<file path="config.mk">
export PLATFORM = sky130hd
export DESIGN_NAME = csf_core
export DESIGN_NICKNAME = d
export VERILOG_FILES = /design/src/rtl/csf_pkg.sv /design/src/rtl/csf_core.sv
export SDC_FILE = /design/constraint.sdc
export NUM_CORES = 1
export LEC_CHECK = 0
export ABC_CLOCK_PERIOD_IN_PS = 6400
export BUFFER_PORTS_ARGS = -buffer_cell sky130_fd_sc_hd__buf_2
export CAP_MARGIN = 20
export CORE_MARGIN = 2
export CORE_UTILIZATION = 58
export DETAILED_ROUTE_END_ITERATION = 10
export GPL_TIMING_DRIVEN = 0
export PLACE_DENSITY_LB_ADDON = 0.12
export REMOVE_ABC_BUFFERS = 1
export SKIP_CTS_REPAIR_TIMING = 1
export SYNTH_ARGS = -nofsm -noshare
export SYNTH_HDL_FRONTEND = slang
export SYNTH_SLANG_ARGS = --single-unit
</file>
<file path="constraint.sdc">
create_clock -name clk -period 6.4 [get_ports clk]
set_input_delay 0.32 -clock clk [delete_from_list [all_inputs] [get_ports clk]]
set_output_delay 0.32 -clock clk [all_outputs]
set_load 0.02 [all_outputs]
</file>
<file path="src/rtl/csf_pkg.sv">
`default_nettype none
package csf_pkg;

	// ------------------------------------------------------------
	// register map (word offsets are byte addresses)
	// ------------------------------------------------------------
	localparam logic [7:0] CSF_ADR_STATUS = 8'h00;
	localparam logic [7:0] CSF_ADR_INTERFACE_MODE_REGISTER = 8'h04;
	localparam logic [7:0] CSF_ADR_PINCTL = 8'h08;
	localparam logic [7:0] CSF_ADR_CHEN = 8'h0C;
	localparam logic [7:0] CSF_ADR_DATA = 8'h10;
	localparam logic [7:0] CSF_ADR_SETUP = 8'h14;
	localparam logic [7:0] CSF_ADR_EVENT = 8'h18;

	// ------------------------------------------------------------
	// field positions
	// ------------------------------------------------------------
	localparam int CSF_IF_ALT = 0;
	localparam int CSF_IF_MON = 1;
	localparam int CSF_IF_APPEND = 2;
	localparam int CSF_PC_SYNC_EN = 0;
	localparam int CSF_PC_LEVEL = 1;
	localparam int CSF_PC_FUNC_LO = 2;
	localparam int CSF_EV_CKSUM = 0;
	localparam int CSF_EV_OVR = 1;
	localparam int CSF_EV_UVR = 2;

	// ------------------------------------------------------------
	// reset values and counts
	// ------------------------------------------------------------
	localparam logic [15:0] CSF_CHEN_RST = 16'h0001;
	localparam logic [31:0] CSF_SETUP_RST = 32'h0000_0000;
	localparam int CSF_SETTLE_CYC = 16;
	localparam int CSF_NCH = 16;

	typedef enum logic [1:0] {
		CSF_PIN_OFF = 2'b00,
		CSF_PIN_IN = 2'b01,
		CSF_PIN_OD = 2'b10,
		CSF_PIN_GPO = 2'b11
	} csf_pin_mode_t;

	typedef enum logic [1:0] {
		CSF_ST_RUN = 2'b00,
		CSF_ST_HOLD = 2'b01,
		CSF_ST_WAIT = 2'b11,
		CSF_ST_IDLE = 2'b10
	} csf_state_t;

	typedef struct packed {
		logic [7:0] adr;
		logic [31:0] dat;
		logic [3:0] sel;
		logic we;
		logic cyc;
		logic stb;
	} csf_wb_req_t;

	typedef struct packed {
		logic [31:0] dat;
		logic ack;
	} csf_wb_rsp_t;

	typedef struct packed {
		logic o;
		logic oe;
	} csf_pin_drv_t;

endpackage : csf_pkg
`default_nettype wire

</file>
<file path="src/rtl/csf_core.sv">
// Function
// - sync enable makes strobe reset modulator, filter
// - sync restarts sequencer at lowest enabled channel
// - falling strobe holds filter in reset
// - leave reset on falling edge after rise
// - single channel: rising strobe starts one conversion
// - alternate mode bit selects alternate sync
// - alternate: finish, advance, wait for high; code still pulses filter_rst for one clock at the falling strobe
// - alternate: done and data update unaffected
// - range faults set flag, clamp code
// - conversion flag clears only when condition gone
// - checksum fault set, cleared by status read
// - monitor enabled: config change sets flag
// - monitor bit written zero clears change flag
// - two-bit field selects fault pin mode
// - fault output: inverted OR of flags
// - fault input: inverted pin into conversion flag
// - general output drives fault pin level bit
// - append status byte; low nibble is channel
//
// Register access over Wishbone and the address map are this design's own decisions.
`timescale 1ns/1ps
`default_nettype none
module csf_core #(
	parameter int SETTLE = csf_pkg::CSF_SETTLE_CYC
) (
	input wire logic clk,
	input wire logic rst,
	input wire csf_pkg::csf_wb_req_t wb_req,
	output csf_pkg::csf_wb_rsp_t wb_rsp,
	input wire logic align_n,
	input wire logic fault_in,
	output csf_pkg::csf_pin_drv_t fault_drv,
	input wire logic [23:0] sample,
	output logic done_n,
	output logic [31:0] result,
	output logic result_vld,
	output logic [3:0] active_ch,
	output logic filter_rst
);
	import csf_pkg::*;

	// ------------------------------------------------------------
	// helpers
	// ------------------------------------------------------------
	function automatic logic [3:0] first_from(input logic [15:0] en, input logic [3:0] start);
		logic [3:0] idx;
		logic found;
		first_from = start;
		found = 1'b0;
		for (int i = 0; i < CSF_NCH; i++) begin
			idx = start + i[3:0];
			if (!found && en[idx]) begin
				first_from = idx;
				found = 1'b1;
			end
		end
	endfunction : first_from

	function automatic logic [7:0] fold8(input logic [31:0] v);
		fold8 = v[31:24] ^ v[23:16] ^ v[15:8] ^ v[7:0];
	endfunction : fold8

	localparam logic [7:0] SETTLE_N = 8'(SETTLE - 1);

	// ------------------------------------------------------------
	// pin synchronisers
	// ------------------------------------------------------------
	logic [1:0] align_sq;
	logic [1:0] fin_sq;
	logic align_prev_q;

	always_ff @(posedge clk or posedge rst) begin
		if (rst) begin
			align_sq <= 2'b11;
			fin_sq <= 2'b11;
			align_prev_q <= 1'b1;
		end else begin
			align_sq <= {align_sq[0], align_n};
			fin_sq <= {fin_sq[0], fault_in};
			align_prev_q <= align_sq[1];
		end
	end

	wire align_lvl = align_sq[1];
	wire fin_lvl = fin_sq[1];

	// ------------------------------------------------------------
	// registers
	// ------------------------------------------------------------
	logic [2:0] interface_mode_register_q;
	logic [3:0] pinctl_q;
	logic [15:0] chen_q;
	logic [31:0] setup_q;
	logic [23:0] data_q;
	logic conv_err_q;
	logic cks_err_q;
	logic reg_err_q;
	logic [7:0] cfg_sum_q;
	logic ack_q;
	logic [31:0] rdat_q;

	wire alt_mode = interface_mode_register_q[CSF_IF_ALT];
	wire mon_en = interface_mode_register_q[CSF_IF_MON];
	wire append_en = interface_mode_register_q[CSF_IF_APPEND];
	wire sync_en = pinctl_q[CSF_PC_SYNC_EN];
	wire pin_level = pinctl_q[CSF_PC_LEVEL];
	csf_pin_mode_t pin_mode;
	assign pin_mode = csf_pin_mode_t'(pinctl_q[CSF_PC_FUNC_LO +: 2]);

	wire bus_req = wb_req.cyc && wb_req.stb && !ack_q;
	wire bus_wr = bus_req && wb_req.we;
	wire bus_rd = bus_req && !wb_req.we;
	wire wr_if = bus_wr && wb_req.adr == CSF_ADR_INTERFACE_MODE_REGISTER && wb_req.sel[0];
	wire wr_pc = bus_wr && wb_req.adr == CSF_ADR_PINCTL && wb_req.sel[0];
	wire wr_ch = bus_wr && wb_req.adr == CSF_ADR_CHEN;
	wire wr_su = bus_wr && wb_req.adr == CSF_ADR_SETUP;
	wire wr_ev = bus_wr && wb_req.adr == CSF_ADR_EVENT && wb_req.sel[0];
	wire rd_st = bus_rd && wb_req.adr == CSF_ADR_STATUS;

	wire [15:0] chen_d = {wb_req.sel[1] ? wb_req.dat[15:8] : chen_q[15:8],
		wb_req.sel[0] ? wb_req.dat[7:0] : chen_q[7:0]};
	logic [31:0] setup_d;
	always_comb begin
		setup_d = setup_q;
		for (int b = 0; b < 4; b++) begin
			if (wb_req.sel[b])
				setup_d[8*b +: 8] = wb_req.dat[8*b +: 8];
		end
	end

	// ------------------------------------------------------------
	// sequencer and conversion engine
	// ------------------------------------------------------------
	csf_state_t state_q;
	logic [7:0] cnt_q;
	logic [3:0] ch_q;

	wire fall = sync_en && align_prev_q && !align_lvl;
	wire rise = sync_en && !align_prev_q && align_lvl;
	wire held = sync_en && !align_lvl;
	wire multi = (chen_q & (chen_q - 16'd1)) != 16'd0;
	wire [3:0] first_ch = first_from(chen_q, 4'd0);
	wire [3:0] next_ch = first_from(chen_q, ch_q + 4'd1);
	wire conv_end = state_q == CSF_ST_RUN && cnt_q == SETTLE_N;

	// range detection on the finished sample
	wire ovr = sample == 24'hFF_FFFF;
	wire uvr = sample == 24'h00_0000;
	logic in_ovv_q;
	logic in_uvv_q;

	always_ff @(posedge clk or posedge rst) begin
		if (rst) begin
			state_q <= CSF_ST_RUN;
			cnt_q <= 8'h00;
			ch_q <= 4'h0;
		end else begin
			unique case (state_q)
				CSF_ST_RUN: begin
					if (fall && !alt_mode) begin
						state_q <= CSF_ST_HOLD;
						ch_q <= first_ch;
						cnt_q <= 8'h00;
					end else if (conv_end) begin
						cnt_q <= 8'h00;
						ch_q <= next_ch;
						if (alt_mode && held)
							state_q <= CSF_ST_WAIT;
						else if (sync_en && !alt_mode && !multi)
							state_q <= CSF_ST_IDLE;
					end else begin
						cnt_q <= cnt_q + 8'h01;
					end
				end
				CSF_ST_HOLD: begin
					// filter released two clocks after the rise: falling-edge equivalent
					if (rise)
						state_q <= CSF_ST_RUN;
					else if (!sync_en)
						state_q <= CSF_ST_RUN;
				end
				CSF_ST_WAIT: begin
					if (!held)
						state_q <= CSF_ST_RUN;
				end
				CSF_ST_IDLE: begin
					if (!sync_en || multi)
						state_q <= CSF_ST_RUN;
					else if (fall)
						state_q <= CSF_ST_HOLD;
				end
				default: state_q <= CSF_ST_RUN;
			endcase
		end
	end

	// ------------------------------------------------------------
	// fault flags
	// ------------------------------------------------------------
	wire ext_fault = pin_mode == CSF_PIN_IN && !fin_lvl;
	wire ev_ovr = wr_ev && wb_req.dat[CSF_EV_OVR];
	wire ev_uvr = wr_ev && wb_req.dat[CSF_EV_UVR];
	wire cks_bad = wr_ev && wb_req.dat[CSF_EV_CKSUM];
	wire [7:0] cfg_sum = fold8({chen_q, 12'h000, pinctl_q}) ^ fold8(setup_q);

	always_ff @(posedge clk or posedge rst) begin
		if (rst) begin
			interface_mode_register_q <= 3'b000;
			pinctl_q <= 4'b0000;
			chen_q <= CSF_CHEN_RST;
			setup_q <= CSF_SETUP_RST;
			in_ovv_q <= 1'b0;
			in_uvv_q <= 1'b0;
			conv_err_q <= 1'b0;
			cks_err_q <= 1'b0;
			reg_err_q <= 1'b0;
			cfg_sum_q <= 8'h00;
		end else begin
			if (wr_if)
				interface_mode_register_q <= wb_req.dat[2:0];
			if (wr_pc)
				pinctl_q <= wb_req.dat[3:0];
			if (wr_ch)
				chen_q <= chen_d;
			if (wr_su)
				setup_q <= setup_d;
			if (wr_ev) begin
				in_ovv_q <= ev_ovr;
				in_uvv_q <= ev_uvr;
			end
			// sticky only while the condition lasts, data reads do not touch it
			conv_err_q <= in_ovv_q || in_uvv_q || ext_fault
				|| (conv_end && (ovr || uvr));
			if (cks_bad)
				cks_err_q <= 1'b1;
			else if (rd_st)
				cks_err_q <= 1'b0;
			if (!mon_en) begin
				reg_err_q <= 1'b0;
				cfg_sum_q <= cfg_sum;
			end else if (cfg_sum != cfg_sum_q) begin
				reg_err_q <= 1'b1;
			end
		end
	end

	// ------------------------------------------------------------
	// result path
	// ------------------------------------------------------------
	wire [7:0] status_byte = {done_n, conv_err_q, cks_err_q, reg_err_q, ch_q};
	wire [23:0] code = in_ovv_q ? 24'hFF_FFFF : in_uvv_q ? 24'h00_0000 : sample;

	always_ff @(posedge clk or posedge rst) begin
		if (rst) begin
			data_q <= 24'h00_0000;
			done_n <= 1'b1;
			result <= 32'h0000_0000;
			result_vld <= 1'b0;
			active_ch <= 4'h0;
			filter_rst <= 1'b0;
		end else begin
			result_vld <= conv_end;
			active_ch <= ch_q;
			filter_rst <= state_q == CSF_ST_HOLD || fall;
			if (conv_end) begin
				data_q <= code;
				done_n <= 1'b0;
				// appended byte marks this result as ready, so its done bit reads low
				result <= append_en ? {code, 1'b0, status_byte[6:0]}
					: {8'h00, code};
			end else if (state_q == CSF_ST_HOLD || (bus_rd && wb_req.adr == CSF_ADR_DATA)) begin
				done_n <= 1'b1;
			end
		end
	end

	// ------------------------------------------------------------
	// fault pin and bus answer
	// ------------------------------------------------------------
	wire any_err = conv_err_q || cks_err_q || reg_err_q;
	logic [31:0] rmux;
	always_comb begin
		unique case (wb_req.adr)
			CSF_ADR_STATUS: rmux = {24'h00_0000, status_byte};
			CSF_ADR_INTERFACE_MODE_REGISTER: rmux = {29'h0000_0000, interface_mode_register_q};
			CSF_ADR_PINCTL: rmux = {28'h000_0000, pinctl_q[3:2],
				pin_mode == CSF_PIN_IN ? fin_lvl : pin_level, pinctl_q[0]};
			CSF_ADR_CHEN: rmux = {16'h0000, chen_q};
			CSF_ADR_DATA: rmux = {8'h00, data_q};
			CSF_ADR_SETUP: rmux = setup_q;
			default: rmux = 32'h0000_0000;
		endcase
	end

	always_ff @(posedge clk or posedge rst) begin
		if (rst) begin
			fault_drv <= '0;
			ack_q <= 1'b0;
			rdat_q <= 32'h0000_0000;
		end else begin
			unique case (pin_mode)
				CSF_PIN_OD: fault_drv <= '{o: 1'b0, oe: any_err};
				CSF_PIN_GPO: fault_drv <= '{o: pin_level, oe: 1'b1};
				default: fault_drv <= '0;
			endcase
			ack_q <= bus_req;
			rdat_q <= rmux;
		end
	end

	assign wb_rsp = '{dat: rdat_q, ack: ack_q};
endmodule : csf_core
`default_nettype wire

</file>
# Word-level counts from Yosys, hierarchy flattened
# Cells that the tools add are included.
[op_classes] add_sub_neg=18 order_cmp=16 eq_ne=21 n_mux=118 n_bitwise=7 reduce_logical=121
[op_table] op="$pmux W32 S6" n=1
[op_table] op="$mux W4" n=31
[op_table] op="$lt A4 B5 Y1 const B" n=16
[op_table] op="$bmux W1 S4" n=16
[op_table] op="$logic_and A1 B1 Y1" n=59
[op_table] op="$mux W1" n=54
[op_table] op="$mux W24" n=2
[op_table] op="$xor A8 B8 Y8" n=5
[op_table] op="$logic_not A1 Y1" n=38
[op_table] op="$add A4 B4 Y4 const B" n=8
[op_table] op="$mux W32" n=1
[op_table] op="$eq A24 B24 Y1 const B" n=1
[op_table] op="$eq A8 B4 Y1 const B" n=3
[op_table] op="$eq A8 B5 Y1 const B" n=3
[op_table] op="$logic_not A24 Y1" n=1
[op_table] op="$mux W2" n=9
[op_table] op="$add A4 B3 Y4 const B" n=4
[op_table] op="$and A16 B16 Y16" n=1
[op_table] op="$mux W8" n=2
[op_table] op="$reduce_bool A16 Y1" n=1
[op_table] op="$sub A16 B1 Y16 const B" n=1
[op_table] op="$reduce_and A2 Y1" n=7
[op_table] op="$logic_or A1 B1 Y1" n=9
[op_table] op="$add A4 B1 Y4 const B" n=2
[op_table] op="other kinds (18)" n=26
[totals] ff_bits=185 input_bits=75 out_inout_bits=74 wordCells=331

# Depth between registers and ports, before layout
# Gate-level depths: netlist (run 1).
[logic_depth] depth_word=51 depth_mapped=14

# Worst setup path before layout (run 1)
# No wires, ideal clock.
[synth_path] kind="register -> register" startpoint="reg ch_q[1]" endpoint="reg ch_q[1]" setup_ns=0.124 arrival_ns=3.698 t_required_ns=6.276 slack_ns=2.578 path_stages_with_launch=13 n_path_buf=1 path_cell_list="dfrtp_1 > ha_1 > xnor2_4 > ha_1 > clkbuf_1 > mux4_2 > mux4_2 > nor3_2 > nand4_2 > or2_1 > nor2_2 > a311oi_1 > o31a_1"
[synth_between] elab_chain_len=51
[synth_lines] element="start, declared" line="csf_core.sv:137" source="logic [3:0] ch_q;"
[synth_lines] element="start signal, assigned" line="csf_core.sv:163" source="ch_q <= first_ch;"
[synth_lines] element="start signal, assigned" line="csf_core.sv:167" source="ch_q <= next_ch;"
[synth_lines] element="$add A4 B1 Y4 *" line="csf_core.sv:144" source="wire [3:0] next_ch = first_from(chen_q, ch_q + 4'd1);"
[synth_lines] element="branches (longest 47 deep; another with $add A4 B1 Y4)"
[synth_lines] element="$mux W4 *" line="csf_core.sv:53" source="if (!found && en[idx]) begin"
[synth_lines] element="$mux W4 *" line="csf_core.sv:165" source="end else if (conv_end) begin"
[synth_lines] element="$mux W4 *" line="csf_core.sv:161" source="if (fall && !alt_mode) begin"
# Mark *: on every way between the ends. The select of a mux whose other input is x is not followed.
# A chain may end at the register's enable or synchronous reset.

# Worst setup path after layout (run 1)
[layout_path] startpoint="reg ch_q[1]" endpoint="reg ch_q[3]"
# The elaborated chain is that of the path after synthesis.

==> results of run 1 <==
[kinds of logic (layout without fill, tap and decap cells)]
logic type,count (synthesis),count (layout)
multiplexers,144,144
adder cells (fa/ha/maj),11,11
AO/OA/AOI/OAI,261,261
buffers and inverters,92,215
AND/OR/NAND/NOR,317,317
XOR/XNOR,64,64
flip-flops,185,185
[worst max-delay path by stage]
| stage | end | cells after the start |
|---|---|---|
| finish | ch_q[3] | 11 |
| global route | ch_q[2] | 12 |
| CTS | ch_q[3] | 11 |
| detailed placement | ch_q[3] | 11 |
| global placement | result[11] | 2 |
| floorplan | ack_q | 1 |
[stage by stage]
stage	cells	setup TNS, ns	util (%)	area (sq um)
after floorplan	1004	0	-	10500
after global placement	1381	-160.05	63.5	11500
after detailed placement	1387	0	64.4	11700
after CTS	1419	0	67.8	12300
after global routing	1426	0	68.4	12400
final	1426	0	68.4	12400
[flip-flops by register name (all words and copies together), names as in the netlist, 2 cells and up]
name                       cells
rdat_q                        32
result                        32
setup_q                       32
data_q                        24
chen_q                        16
cfg_sum_q                      8
cnt_q                          8
active_ch                      4
ch_q                           4
pinctl_q                       4
interface_mode_register_q      3
align_sq                       2
fault_drv                      2
fin_sq                         2
state_q                        2
[synth_stat cells, types with 4 or more instances]
| master | number |
|---|---|
| buf_1 | 5 |
| a22oi_1 | 32 |
| nand4_1 | 9 |
| buf_2 | 4 |
| nor4_1 | 14 |
| o21ai_0 | 78 |
| clkbuf_1 | 54 |
| nor2_1 | 64 |
| dfstp_2 | 7 |
| ha_1 | 7 |
| a22o_1 | 9 |
| maj3_1 | 4 |
| xor2_1 | 12 |
| o211ai_1 | 5 |
| a21oi_1 | 67 |
| mux2_2 | 94 |
| xnor2_1 | 47 |
| nand2b_1 | 8 |
| a211oi_1 | 6 |
| nand3_1 | 26 |
| buf_6 | 5 |
| inv_1 | 21 |
| dfrtp_1 | 178 |
| nand2_1 | 133 |
| mux2i_1 | 22 |
| a31oi_1 | 6 |
| o221ai_1 | 5 |
| o31ai_1 | 14 |
| nor3_1 | 23 |
| and2_1 | 14 |
| mux4_2 | 24 |
[power groups by stage]
stage          Combinational [mW]  Sequential, mW  Clock, mW
2_1_floorplan               0.620            1.64          0
3_3_place_gp                 1.01            1.56          0
3_5_place_dp                 1.09            1.52          0
4_1_cts                      1.10            1.50       1.08
5_1_grt                      1.23            1.53       1.14
6_report                     1.12            1.50       1.08
[layout make-up]
| class | instances | area, sq um | share of cell area (%) |
|---|---|---|---|
| repair buffers | 161 | 987 | 7.95 |
| multi-input cells | 797 | 5790 | 46.7 |
| well taps | 229 | 287 | 2.31 |
| flip-flops and latches | 185 | 4640 | 37.4 |
| clock inverters | 15 | 196 | 1.58 |
| clock buffers | 17 | 425 | 3.43 |
| inverters | 22 | 90.1 | 0.725 |
[routing by layer]
layer	vias to the layer above	track usage, %
met1	4499	47.4
met4	0	9.32
met5	-	0
met3	44	5.54
met2	407	44.7
li1	4140	-
==> metrics, run 1 <==
maximum vdd ir drop 0.337 mV; Leakage 5.84 nW; r2r endpoint ch_q[3]; Worst Setup Start Kind flip-flop; Worst Hold Class in2reg; Final ANT Viol Nets 0; critical path cell sequence ha_1 -> inv_1 -> ha_1 -> xnor3_1 -> mux4_2 -> or3_1 -> o21ai_1 -> a21oi_1 -> a311oi_1 -> o21ai_1 -> a41oi_1; synthesized area 10800 sq um; Synth area leader dfrtp_1; initial antenna violation count 0; DR pass1 iterations 5; Max-cap violations 0; simple-gate area share of the yosys netlist 13.6%; WL per Instance 21.3 um; worst path required time 6.76 ns; Compound-Gate Fraction of Synth Area 15.3%; relative slew slack 37.5%; P per Cell Area 298 nW/um^2; DR top layer met4; fmax 0.201 GHz; starting density of the core 59.6%; CTS tree built; CP Max Fanout 13; Slew Limit Fails 0; sequential power share 40.6%; Post-synth top flop dfrtp_1; adder-cell share of the synthesized area 1.18%; Worst Slack Setup Final 1.41 ns; ANT cells 0; RSZ-0062 raised after global routing false; Die Height 141 um; Place WS 0.690 ns; total power draw 3.70 mW; Worst Reg-to-Reg Cells 11; fraction of synthesized area in multiplexers 17.6%; XOR/XNOR Fraction of Synth Area 5.75%; fillers 1412; Crit Path Category reg2reg; Post-layout nets 1266; Synth top area share 41.2%; Switch Pwr 1.36 mW; status complete, no violations; final hold violations 0; area growth from synthesis to layout 14.9%; wl on met1 14000 um; total CTS buffers 17; clk slew on worst S/H paths 0.08 ns; gr ovfl total 0; CTS H-tree depth 4; gp weighted congestion 0.911; sequential share of the synthesized area 42.9%; pin count of the biggest net entering global routing 97; hold_sp wb_req[34]; TritonCTS Sinks 185; clock root cell clkbuf_16; Final HPWL DP 21400 um; Core ar. 18100 sq um; number of global-route vias before repair 8333; Clock Path Buffers 2; CP arrival 5.35 ns; delay of the slowest cell on the worst path 0.72 ns; final WL 30400 um; Worst Max-Slew Pin Slew 0.936 ns; WHS Path Cells 2; Synth async-reset ratio 100%; Mean Syn Cell Area 10.1 sq um; Chip Width 141 um; clock share of power 29.1%; post-synthesis cell count 1074; Crit path buffers/inverters 1; Pint 2.35 mW; fin crit share 77.9%; Boundary Pins 149; Max Clock Skew 0.0148 ns; Netlist cell types 79; Hold EP setup_q[27]; Clk Latency, worst-skew pair 0.45 ns; Synth Register Bits 185; most frequent cells in the layout dfrtp_1, buf_2, nand2_1; worst setup path start ch_q[1]; detailed-route DRC error count 0; Via-to-Cell Ratio 6.37; Logic pwr share 30.3%; Rows 49; Vias 9090; slowest CP cell dfrtp_1; switching part of the total 36.6%; minimum clock period 4.99 ns; Post-synth EDFFs 0; Reg2Reg Setup Slack 1.41 ns; CP Capture Type flip-flop; first-pass GRT wire length 46900 um; largest family of logic cells by synthesized area multiplexers; Yosys warnings 0; Fin Hold WS 0.0944 ns; DIE AREA 19800 sq um; Overall Global Routing Usage 30.8%; top cells by area, synth dfrtp_1, mux2_2, mux4_2, nand2_1, xnor2_1; Worst R2R Start ch_q[1]; Top delay family on crit path compound AO/OA/AOI/OAI gates; starting DRC count in detailed routing 904; leading cell type in the layout, fill and taps excluded dfrtp_1; layout cells sized above 1 28.2%; Setup-failing EPs final 0; met2 WL 13200 um; number of buffers added on ports 148; metal3 WL 2550 um
(Power assumes the default switching activity.)
==> run 2, diff against run 1 <==
--- a/config.mk
+++ b/config.mk
@@ -5,11 +5,11 @@
 export SDC_FILE = /design/constraint.sdc
 export NUM_CORES = 1
 export LEC_CHECK = 0
-export ABC_CLOCK_PERIOD_IN_PS = 6400
+export ABC_CLOCK_PERIOD_IN_PS = 4500
 export BUFFER_PORTS_ARGS = -buffer_cell sky130_fd_sc_hd__buf_2
 export CAP_MARGIN = 20
 export CORE_MARGIN = 2
-export CORE_UTILIZATION = 58
+export CORE_UTILIZATION = 53
 export DETAILED_ROUTE_END_ITERATION = 10
 export GPL_TIMING_DRIVEN = 0
 export PLACE_DENSITY_LB_ADDON = 0.12
==> constraint.sdc (replaced) <==
create_clock -name clk -period 4.5 [get_ports clk]
set_input_delay 0.225 -clock clk [delete_from_list [all_inputs] [get_ports clk]]
set_output_delay 0.225 -clock clk [all_outputs]
set_load 0.02 [all_outputs]
==> run 2 against run 1 <==
Net effect:
- flip-flop and latch count is the same
- first-iteration DRC count fell by 41%
- fmax up 14%
- non-clock buffer count rose by 5
- die area grew 9.2%
==> metrics, run 2 (synthesis gave the netlist of run 1 again) <==
placed instance area 11800 sq um; Worst Slack Setup Final 0.125 ns; number of global-route vias before repair 8551; worst path required time 4.83 ns; WL per Instance 20.8 um; DR pass1 iterations 6; CTS H-tree depth 4; sequential power share 39.9%; Final HPWL DP 21900 um; Post-layout nets 1271; Top Registers rdat_q (32), result (32), setup_q (32); Crit Path Category reg2reg; gr ovfl total 0; status complete, no violations; Clk Latency, worst-skew pair 0.45 ns; Rows 52; Core ar. 20100 sq um; Vias 8917; CTS tree built; final hold violations 0; Pint 3.41 mW; met2 WL 13600 um; total CTS buffers 17; switching part of the total 36.0%; initial antenna violation count 2; Setup-failing EPs final 0; Clock Path Buffers 2; DR top layer met5; Worst Max-Slew Pin Slew 0.960 ns; Boundary Pins 149; Overall Global Routing Usage 28.9%; gp weighted congestion 0.935; CP arrival 4.70 ns; maximum vdd ir drop 0.269 mV; TritonCTS Sinks 185; Place WS -1.28 ns; Final ANT Viol Nets 0; Design Area, Final 12600 sq um; first-pass GRT wire length 48600 um; detailed-route DRC error count 0; CP Max Fanout 43; most frequent cells in the layout dfrtp_1, buf_2, nand2_1; P per Cell Area 424 nW/um^2; Worst Setup Start Kind flip-flop; pin count of the biggest net entering global routing 98; Slew Limit Fails 0; clock root cell clkbuf_16; CP Capture Type flip-flop; number of buffers added on ports 148; Max-cap violations 0; Chip Width 147 um; Fin Hold WS 0.00903 ns; fin crit share 97.2%; Via-to-Cell Ratio 6.05; wl on met1 14000 um; area growth from synthesis to layout 16.2%; layout cells sized above 1 29.3%; starting DRC count in detailed routing 534; final WL 30600 um; total power draw 5.33 mW; Logic pwr share 31.1%; fmax 0.229 GHz; Max Clock Skew 0.0304 ns; Reg2Reg Setup Slack 0.13 ns; Worst Hold Class in2reg; Switch Pwr 1.92 mW; starting density of the core 53.8%; leading cell type in the layout, fill and taps excluded dfrtp_1; metal3 WL 2190 um; Die Height 147 um; DIE AREA 21600 sq um; relative slew slack 35.8%; clk slew on worst S/H paths 0.08 ns; Leakage 5.85 nW; clock share of power 29.0%; fillers 1681; minimum clock period 4.37 ns
## run 2: power groups by stage
stage	sequential (mW)	clock (mW)	combinational [mW]
floorplan	2.33	0	0.881
global placement	2.22	0	1.45
detailed placement	2.15	0	1.56
CTS	2.13	1.56	1.57
global route	2.17	1.62	1.82
finish	2.13	1.54	1.66
## run 2: cell type report
type	instances	area, sq um	share of cell area, %
Antenna cell	1	2.50	0.0199
Clock buffer	17	425	3.38
Clock inverter	15	175	1.39
Inverter	22	93.8	0.747
Multi-Input combinational cell	797	5870	46.7
Sequential cell	185	4640	36.9
Tap cell	270	338	2.69
Timing Repair Buffer	166	1030	8.17
## run 2: layer usage
| metal | vias up | GRT usage [%] |
|---|---|---|
| met4 | 2 | 10.5 |
| met3 | 49 | 6.68 |
| met2 | 309 | 41.6 |
| li1 | 4152 | - |
| met1 | 4405 | 42.9 |
| met5 | - | 0 |
## run 2: path summary, 6_finish.rpt
kind,start,endpoint,cells past startpoint
worst max-delay path,ch_q[0],ch_q[1],14
worst min-delay path,wb_req[36],setup_q[29],2
min in group asynchronous,rst,setup_q[30],3
max in group asynchronous,rst,fin_sq[0],4
worst max register to register,ch_q[0],ch_q[1],14
worst min register to register,fin_sq[0],fin_sq[1],0
## run 2: per-stage QoR
step / cells / TNS [ns] / utilization [%]
after floorplan: 1004 / -134.13 / -
after global placement: 1422 / -529.02 / 57.6
after detailed placement: 1430 / -4.67 / 58.5
after CTS: 1462 / -4.76 / 61.5
after global routing: 1473 / -0.0206 / 62.5
final: 1473 / 0 / 62.5
## run 2: critical path, cell delays in order, from the launching register on
cell and delay (ns):
dfrtp_2 0.47, buf_12 0.20, ha_2 0.25, xnor2_4 0.28, inv_2 0.18, ha_1 0.27
mux2i_2 0.29, xnor2_4 0.24, mux4_2 0.64, nor4_4 0.35, nand4_4 0.22, or2_1 0.34
nor2_2 0.14, a311oi_1 0.07, o31a_1 0.31
